## src/verilog/scc_map.vh

```
// register map, field layout, reset values and timing figures of the channel controller
`ifndef SCC_MAP_VH
`define SCC_MAP_VH

// register byte offsets
`define SCC_ADDR_CH_CFG0 6'h00
`define SCC_ADDR_CH_CFG1 6'h04
`define SCC_ADDR_CH_CFG2 6'h08
`define SCC_ADDR_CH_CFG3 6'h0C
`define SCC_ADDR_STATUS 6'h10
`define SCC_ADDR_MASK 6'h14
`define SCC_ADDR_HOST_TMO 6'h18
`define SCC_ADDR_DIAG 6'h1C
`define SCC_ADDR_DATA0 6'h20
`define SCC_ADDR_DATA1 6'h24
`define SCC_ADDR_DATA2 6'h28
`define SCC_ADDR_DATA3 6'h2C

// channel config fields
`define SCC_CFG_OSR_LSB 0
`define SCC_CFG_OSR_MSB 3
`define SCC_CFG_SPD_BIT 4
`define SCC_CFG_EXC_LSB 5
`define SCC_CFG_EXC_MSB 6
`define SCC_CFG_RESET 7'h00

// oversample ratio codes: 0 -> 64 ... 9 -> 32768
`define SCC_OSR_CODE_MAX 4'h9

// excitation level codes
`define SCC_EXC_1V25 2'h0
`define SCC_EXC_2V 2'h1
`define SCC_EXC_3V 2'h2
`define SCC_EXC_5V 2'h3

// status / mask bit positions
`define SCC_ST_DRDY_LSB 0
`define SCC_ST_TEST_DONE 4
`define SCC_ST_TEST_FAIL 5
`define SCC_ST_CFG_ERR 6
`define SCC_ST_WIDTH 7
`define SCC_MASK_RESET 7'h00

// host timeout register, in milliseconds, zero disables
`define SCC_TMO_WIDTH 16
`define SCC_TMO_RESET 16'h0000

// timing
`define SCC_CLK_HZ 125000000
`define SCC_RATE64_HZ_X10 35156
`define SCC_MS_PER_S 1000
`define SCC_CONV_BASE 26'd35555
`define SCC_MS_CYCLES 17'd125000
`define SCC_HB_HALF_MS 16'd250
`define SCC_WD_MS 16'd100
`define SCC_TEST_CYCLES 16

`endif

```

## src/verilog/scc_placeholder_none.v

```verilog
// intentionally no additional logic
`timescale 1ns/1ns
`default_nettype none
`default_nettype wire

```

## src/verilog/scc_chan.v

```verilog
// one sensor channel: conversion timer and output latency pipeline
`timescale 1ns/1ns
`default_nettype none
`include "scc_map.vh"

module scc_chan #(
	parameter DW = 24,
	parameter CW = 26,
	parameter [CW-1:0] CONV_BASE = 26'd35555
) (
	// clock and reset
	input wire ref_clk,
	input wire srst,
	// configuration
	input wire run,
	input wire [3:0] oversample_ratio,
	input wire spd_en,
	// converter side
	input wire [DW-1:0] adc_data,
	output reg conv_start_reg,
	// result
	output reg [DW-1:0] data_reg,
	output reg drdy_reg
);
	reg [CW-1:0] cnt_reg;
	reg [DW-1:0] stage_reg;
	wire [CW-1:0] period;
	wire [CW-1:0] full_period;

	// rate halves with each doubling of the ratio
	assign full_period = CONV_BASE << oversample_ratio;
	// multiplier doubles the rate, filter setting untouched
	assign period = spd_en ? (full_period >> 1) : full_period;

	always @(posedge ref_clk) begin
		if (srst) begin
			cnt_reg <= {CW{1'b0}};
			conv_start_reg <= 1'b0;
			stage_reg <= {DW{1'b0}};
			data_reg <= {DW{1'b0}};
			drdy_reg <= 1'b0;
		end else begin
			conv_start_reg <= 1'b0;
			drdy_reg <= 1'b0;
			if (!run) begin
				cnt_reg <= {CW{1'b0}};
			end else if (cnt_reg == {CW{1'b0}}) begin
				cnt_reg <= period - {{(CW-1){1'b0}}, 1'b1};
				conv_start_reg <= 1'b1;
				stage_reg <= adc_data;
				drdy_reg <= 1'b1;
				// one extra conversion of latency while multiplier is on
				data_reg <= spd_en ? stage_reg : adc_data;
			end else begin
				cnt_reg <= cnt_reg - {{(CW-1){1'b0}}, 1'b1};
			end
		end
	end
endmodule // scc_chan

`default_nettype wire

```

## src/verilog/scc_top.v

```verilog
// sensor channel conversion control: registers, supervision, diagnostics
// Functional notes
// - four channels, each with its own converter timer and excitation setting.
// - each channel holds a ratio code and a speed multiplier bit.
// - ratio 64 to 32768 in powers of two; rate halves per doubling.
// - speed multiplier enabled doubles the channel conversion rate.
// - multiplier changes the rate and the data latency, filter ratio unchanged.
// - multiplier on adds exactly one conversion of data latency.
// - host picks one of four excitation levels; device drives it.
// - watchdog resets the module, all but the reset cause, when internal logic stops servicing it.
// - module resets when host is silent longer than programmed timeout.
// - self-test runs after every reset; faults shown on indicators.
// - drive power, heartbeat and host communication indicators.
//
// The register offsets and the Avalon-MM register port were decided locally.
`timescale 1ns/1ns
`default_nettype none
`include "scc_map.vh"

module scc_top #(
	parameter DW = 24,
	parameter [25:0] CONV_BASE = `SCC_CONV_BASE,
	parameter [16:0] MS_CYCLES = `SCC_MS_CYCLES,
	parameter [15:0] HB_HALF_MS = `SCC_HB_HALF_MS,
	parameter [15:0] WD_MS = `SCC_WD_MS
) (
	// clock and reset
	input wire ref_clk,
	input wire rst,
	// avalon-mm slave
	input wire [5:0] avs_address,
	input wire avs_read,
	input wire avs_write,
	input wire [31:0] avs_writedata,
	output reg [31:0] avs_readdata,
	output wire avs_waitrequest,
	output wire irq,
	// converters
	input wire [4*DW-1:0] adc_data,
	output wire [3:0] conv_start,
	// excitation supplies, two bits per channel
	output reg [7:0] exc_level,
	input wire [3:0] exc_pwr_good,
	// diagnostic indicators
	output reg led_power,
	output reg led_heartbeat,
	output reg led_comm
);
	localparam S_TEST = 3'b001;
	localparam S_RUN = 3'b010;
	localparam S_FAIL = 3'b100;

	function onehot3;
		input [2:0] s;
		begin
			onehot3 = (s == S_TEST) || (s == S_RUN) || (s == S_FAIL);
		end
	endfunction

	reg [2:0] state_reg;
	reg [4:0] test_cnt_reg;
	reg test_bad_reg;
	reg [27:0] cfg_reg;
	reg [`SCC_ST_WIDTH-1:0] status_reg;
	reg [`SCC_ST_WIDTH-1:0] mask_reg;
	reg [`SCC_TMO_WIDTH-1:0] tmo_reg;
	reg ack_reg;
	reg [16:0] ms_cnt_reg;
	reg [15:0] host_cnt_reg;
	reg [15:0] wd_cnt_reg;
	reg [15:0] hb_cnt_reg;
	reg [1:0] cause_reg;
	reg wd_rst_reg;
	reg tmo_rst_reg;
	wire srst;
	wire req;
	wire acc;
	wire wr;
	wire ms_tick;
	wire run;
	wire [3:0] drdy;
	wire [4*DW-1:0] chan_data;
	wire [`SCC_ST_WIDTH-1:0] st_set;
	wire [3:0] wr_osr;

	// any module-level reset source clears the whole block except the reset cause in cause_reg
	assign srst = rst | wd_rst_reg | tmo_rst_reg;

	// bus handshake: every access answered on the second cycle
	assign req = avs_read | avs_write;
	assign avs_waitrequest = req & ~ack_reg;
	assign acc = req & ack_reg;
	assign wr = avs_write & ack_reg;
	assign wr_osr = avs_writedata[`SCC_CFG_OSR_MSB:`SCC_CFG_OSR_LSB];
	assign run = (state_reg == S_RUN);
	assign ms_tick = (ms_cnt_reg == 17'h00000);

	// four independent channels
	genvar g;
	generate
		for (g = 0; g < 4; g = g + 1) begin : gen_chan
			scc_chan #(
				.DW(DW),
				.CW(26),
				.CONV_BASE(CONV_BASE)
			) u_chan (
				.ref_clk(ref_clk),
				.srst(srst),
				.run(run),
				.oversample_ratio(cfg_reg[7*g+3:7*g]),
				.spd_en(cfg_reg[7*g+`SCC_CFG_SPD_BIT]),
				.adc_data(adc_data[DW*g+DW-1:DW*g]),
				.conv_start_reg(conv_start[g]),
				.data_reg(chan_data[DW*g+DW-1:DW*g]),
				.drdy_reg(drdy[g])
			);
		end
	endgenerate

	// events that set sticky status bits
	assign st_set = {
		wr && (avs_address[5:4] == 2'b00) && (wr_osr > `SCC_OSR_CODE_MAX),
		(state_reg == S_TEST) && (test_cnt_reg == `SCC_TEST_CYCLES) &&
			(test_bad_reg || (exc_pwr_good != 4'hF)),
		(state_reg == S_TEST) && (test_cnt_reg == `SCC_TEST_CYCLES),
		drdy
	};

	assign irq = |(status_reg & mask_reg);

	// bus acknowledge and read data
	always @(posedge ref_clk) begin
		if (srst) begin
			ack_reg <= 1'b0;
			avs_readdata <= 32'h00000000;
		end else begin
			ack_reg <= req & ~ack_reg;
			if (avs_read && !ack_reg) begin
				case (avs_address)
					`SCC_ADDR_CH_CFG0: avs_readdata <= {25'h0, cfg_reg[6:0]};
					`SCC_ADDR_CH_CFG1: avs_readdata <= {25'h0, cfg_reg[13:7]};
					`SCC_ADDR_CH_CFG2: avs_readdata <= {25'h0, cfg_reg[20:14]};
					`SCC_ADDR_CH_CFG3: avs_readdata <= {25'h0, cfg_reg[27:21]};
					`SCC_ADDR_STATUS: avs_readdata <= {25'h0, status_reg};
					`SCC_ADDR_MASK: avs_readdata <= {25'h0, mask_reg};
					`SCC_ADDR_HOST_TMO: avs_readdata <= {16'h0000, tmo_reg};
					`SCC_ADDR_DIAG: avs_readdata <= {24'h000000, exc_pwr_good,
						cause_reg, test_bad_reg, run};
					`SCC_ADDR_DATA0: avs_readdata <= {{(32-DW){1'b0}}, chan_data[DW-1:0]};
					`SCC_ADDR_DATA1: avs_readdata <= {{(32-DW){1'b0}}, chan_data[2*DW-1:DW]};
					`SCC_ADDR_DATA2: avs_readdata <= {{(32-DW){1'b0}},
						chan_data[3*DW-1:2*DW]};
					`SCC_ADDR_DATA3: avs_readdata <= {{(32-DW){1'b0}},
						chan_data[4*DW-1:3*DW]};
					default: avs_readdata <= 32'h00000000;
				endcase
			end
		end
	end

	// configuration, excitation, status and mask registers
	integer i;
	integer j;
	always @(posedge ref_clk) begin
		if (srst) begin
			cfg_reg <= {4{`SCC_CFG_RESET}};
			status_reg <= {`SCC_ST_WIDTH{1'b0}};
			mask_reg <= `SCC_MASK_RESET;
			tmo_reg <= `SCC_TMO_RESET;
		end else begin
			for (i = 0; i < 4; i = i + 1) begin
				// per-channel ratio, multiplier and excitation
				if (wr && (avs_address[5:4] == 2'b00) && (avs_address[3:2] == i[1:0])) begin
					// invalid ratio codes leave the old setting in place
					if (wr_osr <= `SCC_OSR_CODE_MAX) begin
						cfg_reg[7*i+:7] <= avs_writedata[6:0];
					end
				end
			end
			if (wr && (avs_address == `SCC_ADDR_MASK)) begin
				mask_reg <= avs_writedata[`SCC_ST_WIDTH-1:0];
			end
			if (wr && (avs_address == `SCC_ADDR_HOST_TMO)) begin
				tmo_reg <= avs_writedata[`SCC_TMO_WIDTH-1:0];
			end
			// write one to clear; a new event in the same cycle wins
			if (wr && (avs_address == `SCC_ADDR_STATUS)) begin
				status_reg <= (status_reg & ~avs_writedata[`SCC_ST_WIDTH-1:0]) | st_set;
			end else begin
				status_reg <= status_reg | st_set;
			end
		end
	end

	// excitation code applied to each supply
	always @(posedge ref_clk) begin
		if (srst) begin
			exc_level <= 8'h00;
		end else begin
			for (j = 0; j < 4; j = j + 1) begin
				exc_level[2*j+:2] <= cfg_reg[7*j+`SCC_CFG_EXC_LSB+:2];
			end
		end
	end

	// self-test sequencer after every reset
	always @(posedge ref_clk) begin
		if (srst) begin
			state_reg <= S_TEST;
			test_cnt_reg <= 5'h00;
			test_bad_reg <= 1'b0;
		end else begin
			case (state_reg)
				S_TEST: begin
					test_cnt_reg <= test_cnt_reg + 5'h01;
					if (exc_pwr_good != 4'hF) begin
						test_bad_reg <= 1'b1;
					end
					if (test_cnt_reg == `SCC_TEST_CYCLES) begin
						state_reg <= (test_bad_reg || (exc_pwr_good != 4'hF)) ? S_FAIL : S_RUN;
					end
				end
				S_RUN: state_reg <= S_RUN;
				S_FAIL: state_reg <= S_FAIL;
				default: state_reg <= state_reg;
			endcase
		end
	end

	// millisecond prescaler shared by supervision timers
	always @(posedge ref_clk) begin
		if (srst) begin
			ms_cnt_reg <= MS_CYCLES - 17'h00001;
		end else if (ms_tick) begin
			ms_cnt_reg <= MS_CYCLES - 17'h00001;
		end else begin
			ms_cnt_reg <= ms_cnt_reg - 17'h00001;
		end
	end

	// watchdog serviced only while the sequencer holds a legal state
	always @(posedge ref_clk) begin
		if (srst) begin
			wd_cnt_reg <= 16'h0000;
			wd_rst_reg <= 1'b0;
		end else if (onehot3(state_reg)) begin
			wd_cnt_reg <= 16'h0000;
			wd_rst_reg <= 1'b0;
		end else if (ms_tick) begin
			wd_cnt_reg <= wd_cnt_reg + 16'h0001;
			wd_rst_reg <= (wd_cnt_reg >= WD_MS);
		end
	end

	// host silence timer, reloaded by every bus access
	always @(posedge ref_clk) begin
		if (srst) begin
			host_cnt_reg <= 16'h0000;
			tmo_rst_reg <= 1'b0;
		end else if (acc) begin
			host_cnt_reg <= 16'h0000;
		end else if (ms_tick) begin
			// silence counted always so the link indicator can time out
			if (host_cnt_reg != 16'hFFFF) begin
				host_cnt_reg <= host_cnt_reg + 16'h0001;
			end
			tmo_rst_reg <= (tmo_reg != `SCC_TMO_RESET) && (host_cnt_reg >= tmo_reg);
		end
	end

	// last reset cause survives module resets, cleared only by rst
	always @(posedge ref_clk) begin
		if (rst) begin
			cause_reg <= 2'b00;
		end else if (wd_rst_reg) begin
			cause_reg <= 2'b01;
		end else if (tmo_rst_reg) begin
			cause_reg <= 2'b10;
		end
	end

	// indicators: power, heartbeat, host link
	always @(posedge ref_clk) begin
		if (srst) begin
			led_power <= 1'b0;
			led_heartbeat <= 1'b0;
			led_comm <= 1'b0;
			hb_cnt_reg <= 16'h0000;
		end else begin
			led_power <= 1'b1;
			if (acc) begin
				led_comm <= 1'b1;
			end else if (ms_tick && (host_cnt_reg >= HB_HALF_MS)) begin
				led_comm <= 1'b0;
			end
			// heartbeat blinks while healthy, lit solid on self-test fault
			if (state_reg == S_FAIL) begin
				led_heartbeat <= 1'b1;
			end else if (ms_tick) begin
				if (hb_cnt_reg >= HB_HALF_MS - 16'h0001) begin
					hb_cnt_reg <= 16'h0000;
					led_heartbeat <= ~led_heartbeat;
				end else begin
					hb_cnt_reg <= hb_cnt_reg + 16'h0001;
				end
			end
		end
	end
endmodule // scc_top

`default_nettype wire

```

## config.mk

```make
export PLATFORM = sky130hd
export DESIGN_NAME = scc_top
export DESIGN_NICKNAME = d
export VERILOG_FILES = /design/src/verilog/scc_placeholder_none.v /design/src/verilog/scc_chan.v /design/src/verilog/scc_top.v
export VERILOG_INCLUDE_DIRS = /design/src /design/src/verilog
export SDC_FILE = /design/constraint.sdc
export NUM_CORES = 1
export LEC_CHECK = 0
export ABC_AREA = 1
export BUFFER_PORTS_ARGS = -buffer_cell sky130_fd_sc_hd__buf_2
export CAP_MARGIN = 0
export CORE_ASPECT_RATIO = 1.25
export CORE_MARGIN = 2
export CORE_UTILIZATION = 45
export DETAILED_ROUTE_END_ITERATION = 6
export HOLD_SLACK_MARGIN = 0.02
export SLEW_MARGIN = 20
export SYNTH_ARGS = -nofsm -noshare
export SYNTH_HDL_FRONTEND = slang
export SYNTH_SLANG_ARGS = --single-unit
```

## constraint.sdc

```tcl
create_clock -name ref_clk -period 3.25 [get_ports ref_clk]
set_input_delay 0.65 -clock ref_clk [delete_from_list [all_inputs] [get_ports ref_clk]]
set_output_delay 0.65 -clock ref_clk [all_outputs]
set_load 0.005 [all_outputs]
```

# --- After elaboration in Yosys (flattened, before gate mapping) ---
# Index checks and enable logic that the tools add are counted.
classes:
  add_sub_neg: 13
  order_cmp: 6
  eq_ne: 21
  n_shift: 4
  n_mux: 30
  bitwise_logic: 16
  reduce_logical: 52
ops:
  columns: ["cell", "count"]
  rows:
  - ["case mux 24 bit (12 select lines)", 1]
  - ["two-way mux 26 bit", 8]
  - ["subtractor 26 x 1 -> 26 bit (second input constant)", 8]
  - ["zero test 26 bit", 4]
  - ["left shift 16 x 4 -> 26 bit (first input constant)", 4]
  - ["two-way mux 24 bit", 4]
  - ["adder 16 x 1 -> 16 bit (second input constant)", 3]
  - [">= comparator 16 x 8 -> 1 bit (second input constant)", 2]
  - ["AND reduction 2 bit", 14]
  - ["equality test 6 x 5 -> 1 bit (second input constant)", 4]
  - ["equality test 6 bit (second input constant)", 4]
  - ["zero test 17 bit", 1]
  - ["subtractor 17 x 1 -> 17 bit (second input constant)", 1]
  - [">= comparator 16 bit", 1]
  - [">= comparator 16 x 7 -> 1 bit (second input constant)", 1]
  - ["two-way mux 16 bit", 1]
  - ["!= test 16 bit (second input constant)", 1]
  - ["nonzero test 16 bit", 1]
  - ["AND 7 bit", 2]
  - ["logical AND 1 bit", 14]
  - ["bitwise OR 7 bit", 2]
  - ["equality test 6 x 4 -> 1 bit (second input constant)", 2]
  - ["two-way mux 1 bit", 12]
  - ["OR reduction 2 bit", 5]
  - ["other kinds (26)", 42]
word_totals:
  reg_bits: 480
  in_bits: 142
  out_inout_bits: 49
  word_cells: 182

# --- Logic depth before layout (Yosys ltp) ---
# Gate-level depths: netlist (run 1).
logic_depth:
  word_depth: 5
  mapped_depth: 20

# --- Modules after synthesis ---
# From an unflattened synthesis (run 1), not the netlist that was laid out.
unflattened:
  cells_unflattened: 4574
  hier_area_um2: 29155.5
by_module_without_submodules:
  columns: ["mod", "instances", "cells_each", "area_each_um2"]
  rows:
  - ["scc_chan (gen_chan[1].u_chan ...)", 3, 821, 5033.6]
  - ["scc_top", 1, 1292, 8957.3]
  - ["scc_chan (gen_chan[0].u_chan)", 1, 819, 5097.4]

# --- Least setup slack after synthesis (run 1) ---
# OpenSTA, ideal clock, no wires.
synth_timing:
  path_type: "register to register"
  from: "register cfg_reg[14]"
  to: "register gen_chan[2].u_chan.cnt_reg[20]"
  setup_ns: 0.128
  arrival_time_ns: 2.292
  setup_slack_ns: 0.831
  stages_incl_launch_ff: 18
  path_buffers: 0
  period_less_slack_ns: 2.419
  path_cell_list: "dfxtp_1 -> inv_1 -> ha_1 -> nand2_1 -> nand2_1 -> nand3_1 -> nor2_1 -> nor2_1 -> ha_1 -> nand3_1 -> nor2_1 -> nand3_1 -> nand2_1 -> nand2_1 -> nor2_1 -> nand2_1 -> nand2_1 -> nor2_1"
synth_between:
  elab_chain_cells: 4
synth_lines:
  columns: ["item", "line", "source"]
  rows:
  - ["start, declared", "scc_top.v:63", "reg [27:0] cfg_reg;"]
  - ["start signal, assigned", "scc_top.v:166", "cfg_reg <= {4{`SCC_CFG_RESET}};"]
  - ["start signal, assigned by index", "scc_top.v:176", "cfg_reg[7*i+:7] <= avs_writedata[6:0];"]
  - ["left shift 16 x 4 -> 26 bit", "scc_chan.v:31", "assign full_period = CONV_BASE << oversample_ratio;"]
  - ["two-way mux 26 bit", "scc_chan.v:33", "assign period = spd_en ? (full_period >> 1) : full_period;"]
  - ["subtractor 26 x 1 -> 26 bit", "scc_chan.v:48", "cnt_reg <= period - {{(CW-1){1'b0}}, 1'b1};"]
  - ["two-way mux 26 bit", "scc_chan.v:47", "end else if (cnt_reg == {CW{1'b0}}) begin"]
  - ["end signal, assigned", "scc_chan.v:37", "cnt_reg <= {CW{1'b0}};"]
  - ["end signal, assigned", "scc_chan.v:46", "cnt_reg <= {CW{1'b0}};"]
  - ["end signal, assigned", "scc_chan.v:48", null]
  - ["end, declared", "scc_chan.v:25", "reg [CW-1:0] cnt_reg;"]
# Every way passes these cells.
# A chain may end at the register's enable or synchronous reset.

# --- Worst setup path in the final report (run 1) ---
layout_timing:
  from: "register cfg_reg[21]"
  to: "register gen_chan[3].u_chan.cnt_reg[22]"
layout_between:
  elab_chain_cells: 4
layout_lines:
  columns: ["item", "line"]
  rows:
  - ["left shift 16 x 4 -> 26 bit", "scc_chan.v:31"]
  - ["two-way mux 26 bit", "scc_chan.v:33"]
  - ["subtractor 26 x 1 -> 26 bit", "scc_chan.v:48"]
  - ["two-way mux 26 bit", "scc_chan.v:47"]
  - ["end signal, assigned", "scc_chan.v:37"]
  - ["end signal, assigned", "scc_chan.v:46"]
  - ["end signal, assigned", "scc_chan.v:48"]
  - ["end, declared", "scc_chan.v:25"]
# Every way passes these cells.

==> results of run 1 <==
==> kinds of logic after synthesis <==
logic type                 Yosys count  share of synthesized area
AOI/OAI and AO/OA                  930                      0.187
xor gates and xnor gates            19                    0.00602
adders and majority gates           56                     0.0254
buffers and inverters              661                      0.101
DFF                                472                      0.342
muxes                                1                   0.000362
other                                1                   0.000136
and+or+nand+nor                   2211                      0.338
==> cell type report <==
| class | instances | share of cell area |
|---|---|---|
| diodes | 6 | 0.000490 |
| clock buffers | 79 | 0.0484 |
| clock inverters | 14 | 0.00539 |
| inverters | 451 | 0.0554 |
| multi-input cells | 3225 | 0.504 |
| flip-flops and latches | 472 | 0.308 |
| well taps | 824 | 0.0336 |
| repair buffers | 227 | 0.0437 |
==> cells in the final DEF, fill, tap and decap left out, types with 36 or more instances in the layout <==
cell type and count:
a21oi_1 325, o21ai_1 36, nand2_2 45, buf_4 57, nor2_1 448, clkbuf_16 52, o21ai_0 365, buf_2 166
ha_1 56, nand3_1 291, nand4_1 51, inv_1 393, nor3_1 59, nor2_2 40, dfxtp_1 468, nand2_1 1219
a31oi_1 75, inv_2 50
==> routing by layer <==
layer / wire [um] / up-vias / track usage
li1: - / 14300 / -
met1: 36900 / 12500 / 0.325
met2: 40900 / 653 / 0.460
met3: 4630 / 177 / 0.0411
met4: 3160 / 20 / 0.0992
met5: 120 / - / 0
==> through the flow <==
| stage | area (um^2) | hold slack [ps] | cells |
|---|---|---|---|
| 5_1_grt | 30600 | 179 | 5294 |
| 6_report | 30600 | 197 | 5298 |
| 3_5_place_dp | 29000 | 396 | 5199 |
| 3_3_place_gp | 29000 | 397 | 5199 |
| 2_1_floorplan | 27700 | 380 | 4358 |
| 4_1_cts | 30600 | 160 | 5292 |
==> where the power goes <==
| part | total, uW | switching, uW | leakage, uW | internal, uW |
|---|---|---|---|---|
| registers | 5810 | 12.2 | 0.00380 | 5800 |
| clock network | 5860 | 2550 | 0.000802 | 3310 |
| logic | 570 | 389 | 0.00879 | 181 |
==> path summary, 6_finish.rpt <==
path,startpoint,to,cells past startpoint
min reg2reg,ms_cnt_reg[0],ms_cnt_reg[0],1
max reg2reg,cfg_reg[21],gen_chan[3].u_chan.cnt_reg[22],17
max,cfg_reg[21],gen_chan[3].u_chan.cnt_reg[22],17
min,rst,cause_reg[0],2
==> results.yml, run 1 <==
status:
  status: "finished clean"
cts:
  htreeDepth: 2
  cts_made_buffers: 52
  cts-root-buf: "clkbuf_16"
  clk_pin_slew_ps: 60
  holdBufCountCts: 0
  cts.repair.resized: 0
  tritoncts: "done"
  post_cts_buffers: 0
  clock_latency_ps: 630
  cts_buffer_depth: 3
  cts.sinks: 472
timing:
  tightest_slew_ps: 935
  final.setup.worst_slack_ps: 474
  fin_skew_ps: 22.7
  fmax_ghz: 0.360
  fin_setup_tns_ps: 0
  setup_viol: 0
  fin_crit_ps: 2780
  fin_crit_sh: 0.854
  slew-limit-headroom: 0.376
  slew_viol_final: 0
  hold_violations: 0
  rsz0062_at_grt: "false"
worst_setup_path:
  worst_path_largest_cell_delay_ps: 450
  path_class: "register to register"
  crit_path_cell_trace: "inv_1 > ha_1 > inv_1 > nor2_1 > nand2_1 > o21ai_1 > inv_1 > nor2_1 > a21oi_1 > ha_1 > inv_1 > nor2_1 > nand3_1 > o21ai_2 > nand3_1 > nand2_1 > a21oi_1"
  path_delay_family: "simple AND/OR/NAND/NOR gates"
  cp_data_required_time_ps: 3700
  cp_num_buf_inv: 4
  endpoint_kind: "register"
  crit_fanout: 7
  critPathArrivalTime_ps: 3230
  crit_path_frequent_cell: "inv_1"
  worst_path_max_delay_cell: "dfxtp_1"
  crit_path_start_kind: "register"
  r2r_slack_ps: 470
placed_design:
  gp_congestion: 0.929
  portBuffers: 166
  place_ws_ps: 419
  dpl.hpwl_um: 63500
finish:
  area_growth_pct: 10.9
  nets: 4627
  drive_above_1_share: 0.114
  multiInputGateArea_mm2: 0.0155
  seq_area_mm2: 0.00945
  largest_reg_flops: 104
  n_fill_cell: 6529
  utilization: 0.504
global_route:
  grt_pass1_vias: 25600
  antenna_found_initial: 15
  grt_max_degree: 99
  grt.total_usage: 0.263
  grt-ovfl-total: 0
  grt_pass1_wl_um: 133000
floorplanning:
  coreArea_mm2: 0.0608
  die_area_mm2: 0.0634
  initial_core_util: 0.455
  die_h_um: 281
  fp.dieW_um: 226
  rows: 101
  ios: 191
logic_synthesis:
  ys.flop_type: "dfxtp_1"
  synth_area_leader_cell: "dfxtp_1"
  syn-instance-count: 4351
  async_reset_ff_frac: 0
  synth_area_per_cell_um2: 6.35
  synth.most_common_cell: "nand2_1"
  yosysTopAreaCellShare: 0.342
  ys_top_cells_by_area: "dfxtp_1 (34%), nand2_1 (17%), o21ai_0 (6.6%), nor2_1 (6.2%), a21oi_1 (5.9%)"
  synth_area_mm2: 0.0276
  seq_area_frac_synth: 0.342
  synth_warnings: 0
  synthTopCellsByCount: "nand2_1 (1220), dfxtp_1 (472), nor2_1 (454), inv_1 (394), o21ai_0 (365)"
  synth_edf_count: 0
  ys_ff_latch: 472
  synth_cell_types: 58
drt:
  drc: 0
  ant_nets: 0
  dr_total_vias: 27700
  vias_per_cell: 5.22
  drt_wl_total_um: 85700
  firstDrtPassIters: 6
  drtIter0Drc: 2009
  avgRoutedWirePerCell_um: 16.2
min_path:
  min_path_type: "input pin to register"
power:
  powerDensity_mw_per_mm2: 399
  ir_drop_mv: 0.438
  finalPower_uw: 12200
  p_leak_uw: 0.0134
run:
  maxCapViolCount: 0
Power figures use the tool's default switching activity.
==> run 2: changes to the inputs <==
- BUFFER_PORTS_ARGS: -buffer_cell sky130_fd_sc_hd__buf_2 -> not set
- DONT_BUFFER_PORTS: not set -> 1
==> results.yml, run 2 (synthesis results as in run 1) <==
status:
  status: "finished clean"
timing:
  fmax_ghz: 0.338
  tightest_slew_ps: 867
  slew_viol_final: 0
  fin_crit_sh: 0.909
  hold_violations: 0
  setup_viol: 0
  final.setup.worst_slack_ps: 296
  rsz0062_at_grt: "false"
  fin_skew_ps: 32.4
  fin_setup_tns_ps: 0
  fin_crit_ps: 2950
  slew-limit-headroom: 0.421
floorplanning:
  fp.dieW_um: 226
  initial_core_util: 0.455
  rows: 101
  coreArea_mm2: 0.0608
  die_h_um: 281
  ios: 191
  die_area_mm2: 0.0634
placed_design:
  placed_area_mm2: 0.0282
  portBuffers: 0
  place_ws_ps: 366
  dpl.hpwl_um: 64000
  gp_congestion: 0.910
cts:
  clk_pin_slew_ps: 60
  clock_latency_ps: 630
  cts.sinks: 472
  post_cts_buffers: 0
  tritoncts: "done"
  cts-root-buf: "clkbuf_16"
  holdBufCountCts: 0
  cts.repair.resized: 0
  htreeDepth: 2
  cts_made_buffers: 51
  cts_buffer_depth: 3
power:
  ir_drop_mv: 0.399
  p_clk_frac: 0.483
  p_sw_uw: 2940
  finalPower_uw: 12100
  powerDensity_mw_per_mm2: 406
  p_int_uw: 9190
  swShare: 0.242
  pwr-share-seq: 0.479
  pwr-share-comb: 0.038
  p_leak_uw: 0.0127
drt:
  avgRoutedWirePerCell_um: 16.7
  ant_nets: 0
  drtIter0Drc: 1764
  drc: 0
  drt_wl_total_um: 85600
  firstDrtPassIters: 5
  vias_per_cell: 5.26
  dr_total_vias: 27000
run:
  maxCapViolCount: 0
worst_setup_path:
  cp_data_required_time_ps: 3730
  path_class: "register to register"
  cp.depth: 17
  path_delay_family: "simple AND/OR/NAND/NOR gates"
  crit_path_cell_trace: "inv_2 > ha_1 > nand2_1 > nand2_1 > nand4_1 > nand2_1 > inv_2 > ha_1 > nand3_1 > nor2_1 > nand3_1 > nand2_1 > nand2_1 > nor2_1 > nand2_1 > nand2_1 > nor2_1"
  worst_path_max_delay_cell: "dfxtp_1"
  worst_path_largest_cell_delay_ps: 510
  critPathArrivalTime_ps: 3430
  r2r_cells: 17
  cp_num_buf_inv: 2
  endpoint_kind: "register"
  crit_path_frequent_cell: "nand2_1"
  crit_path_start_kind: "register"
  crit_fanout: 10
finish:
  final_cell_mix: "nand2_1 (1219), dfxtp_1 (469), nor2_1 (448), inv_1 (393), o21ai_0 (365)"
  stdcell_area_mm2: 0.0299
  area_growth_pct: 8.21
  drive_above_1_share: 0.0829
  layout_commonest_cell: "nand2_1"
  largest_reg_flops: 104
  nets: 4463
min_path:
  holdPathStages: 1
  min_path_type: "input pin to register"
global_route:
  grt_pass1_wl_um: 134000
  grt-ovfl-total: 0
  grt_max_degree: 100
  grt_pass1_vias: 25300
  grt.total_usage: 0.267
  antenna_found_initial: 9
## run 2: cell count changes in the layout (fill, tap and decap cells not counted), moves of 2 or more
cell / previous run / this run
clkbuf_8: 8 / 10
clkinv_2: 9 / 14
clkbuf_1: 19 / 7
clkinv_4: 0 / 2
clkinvlp_4: 2 / 7
diode_2: 6 / 4
buf_12: 4 / 7
buf_2: 166 / 0
## run 2: cell type report
cell class	instances	area, um^2
fill	6354	30900
multi-input combinational	3225	15500
sequential	472	9450
inverter	451	1700
clock buffer	69	1470
tap	824	1030
timing repair buffer	64	568
clock inverter	25	215
antenna	4	10.0
## run 2: layer usage
metal | wire length (um) | GRT usage | up-vias
met2 | 39900 | 0.453 | 689
met3 | 5680 | 0.0605 | 186
met4 | 4020 | 0.116 | 10
li1 | - | - | 14000
met1 | 36000 | 0.322 | 12100
met5 | 52 | 0 | -
## run 2: worst register-to-register path, delay by kind of cell (launching register included)
family	cells	cell delay, ps
buf+inv	2	320
simple gates	13	1410
fa+ha+maj	2	580
flops	1	510
## run 2: path summary, 6_finish.rpt
kind / end / slack (ps) / startpoint
max: gen_chan[2].u_chan.cnt_reg[20] / 300 / cfg_reg[15]
min: cause_reg[0] / 100 / rst
max reg2reg: gen_chan[2].u_chan.cnt_reg[20] / 300 / cfg_reg[15]
min reg2reg: ms_cnt_reg[0] / 410 / ms_cnt_reg[0]
## run 2: power by group through the flow
stage	clock, uW	combinational (uW)	sequential (uW)
finish	5860	458	5810
global route	6210	517	5810
CTS	5990	457	5810
detailed placement	0	455	5940
global placement	0	456	5940
floorplan	0	341	5940
## run 2: stage by stage
| step | instances | hold slack [ps] | utilization |
|---|---|---|---|
| finish | 5134 | 100 | 0.492 |
| CTS | 5130 | 65.2 | 0.492 |
| floorplan | 4358 | 380 | - |
| global route | 5134 | 75.2 | 0.492 |
| global placement | 5036 | 400 | 0.464 |
| detailed placement | 5036 | 397 | 0.464 |
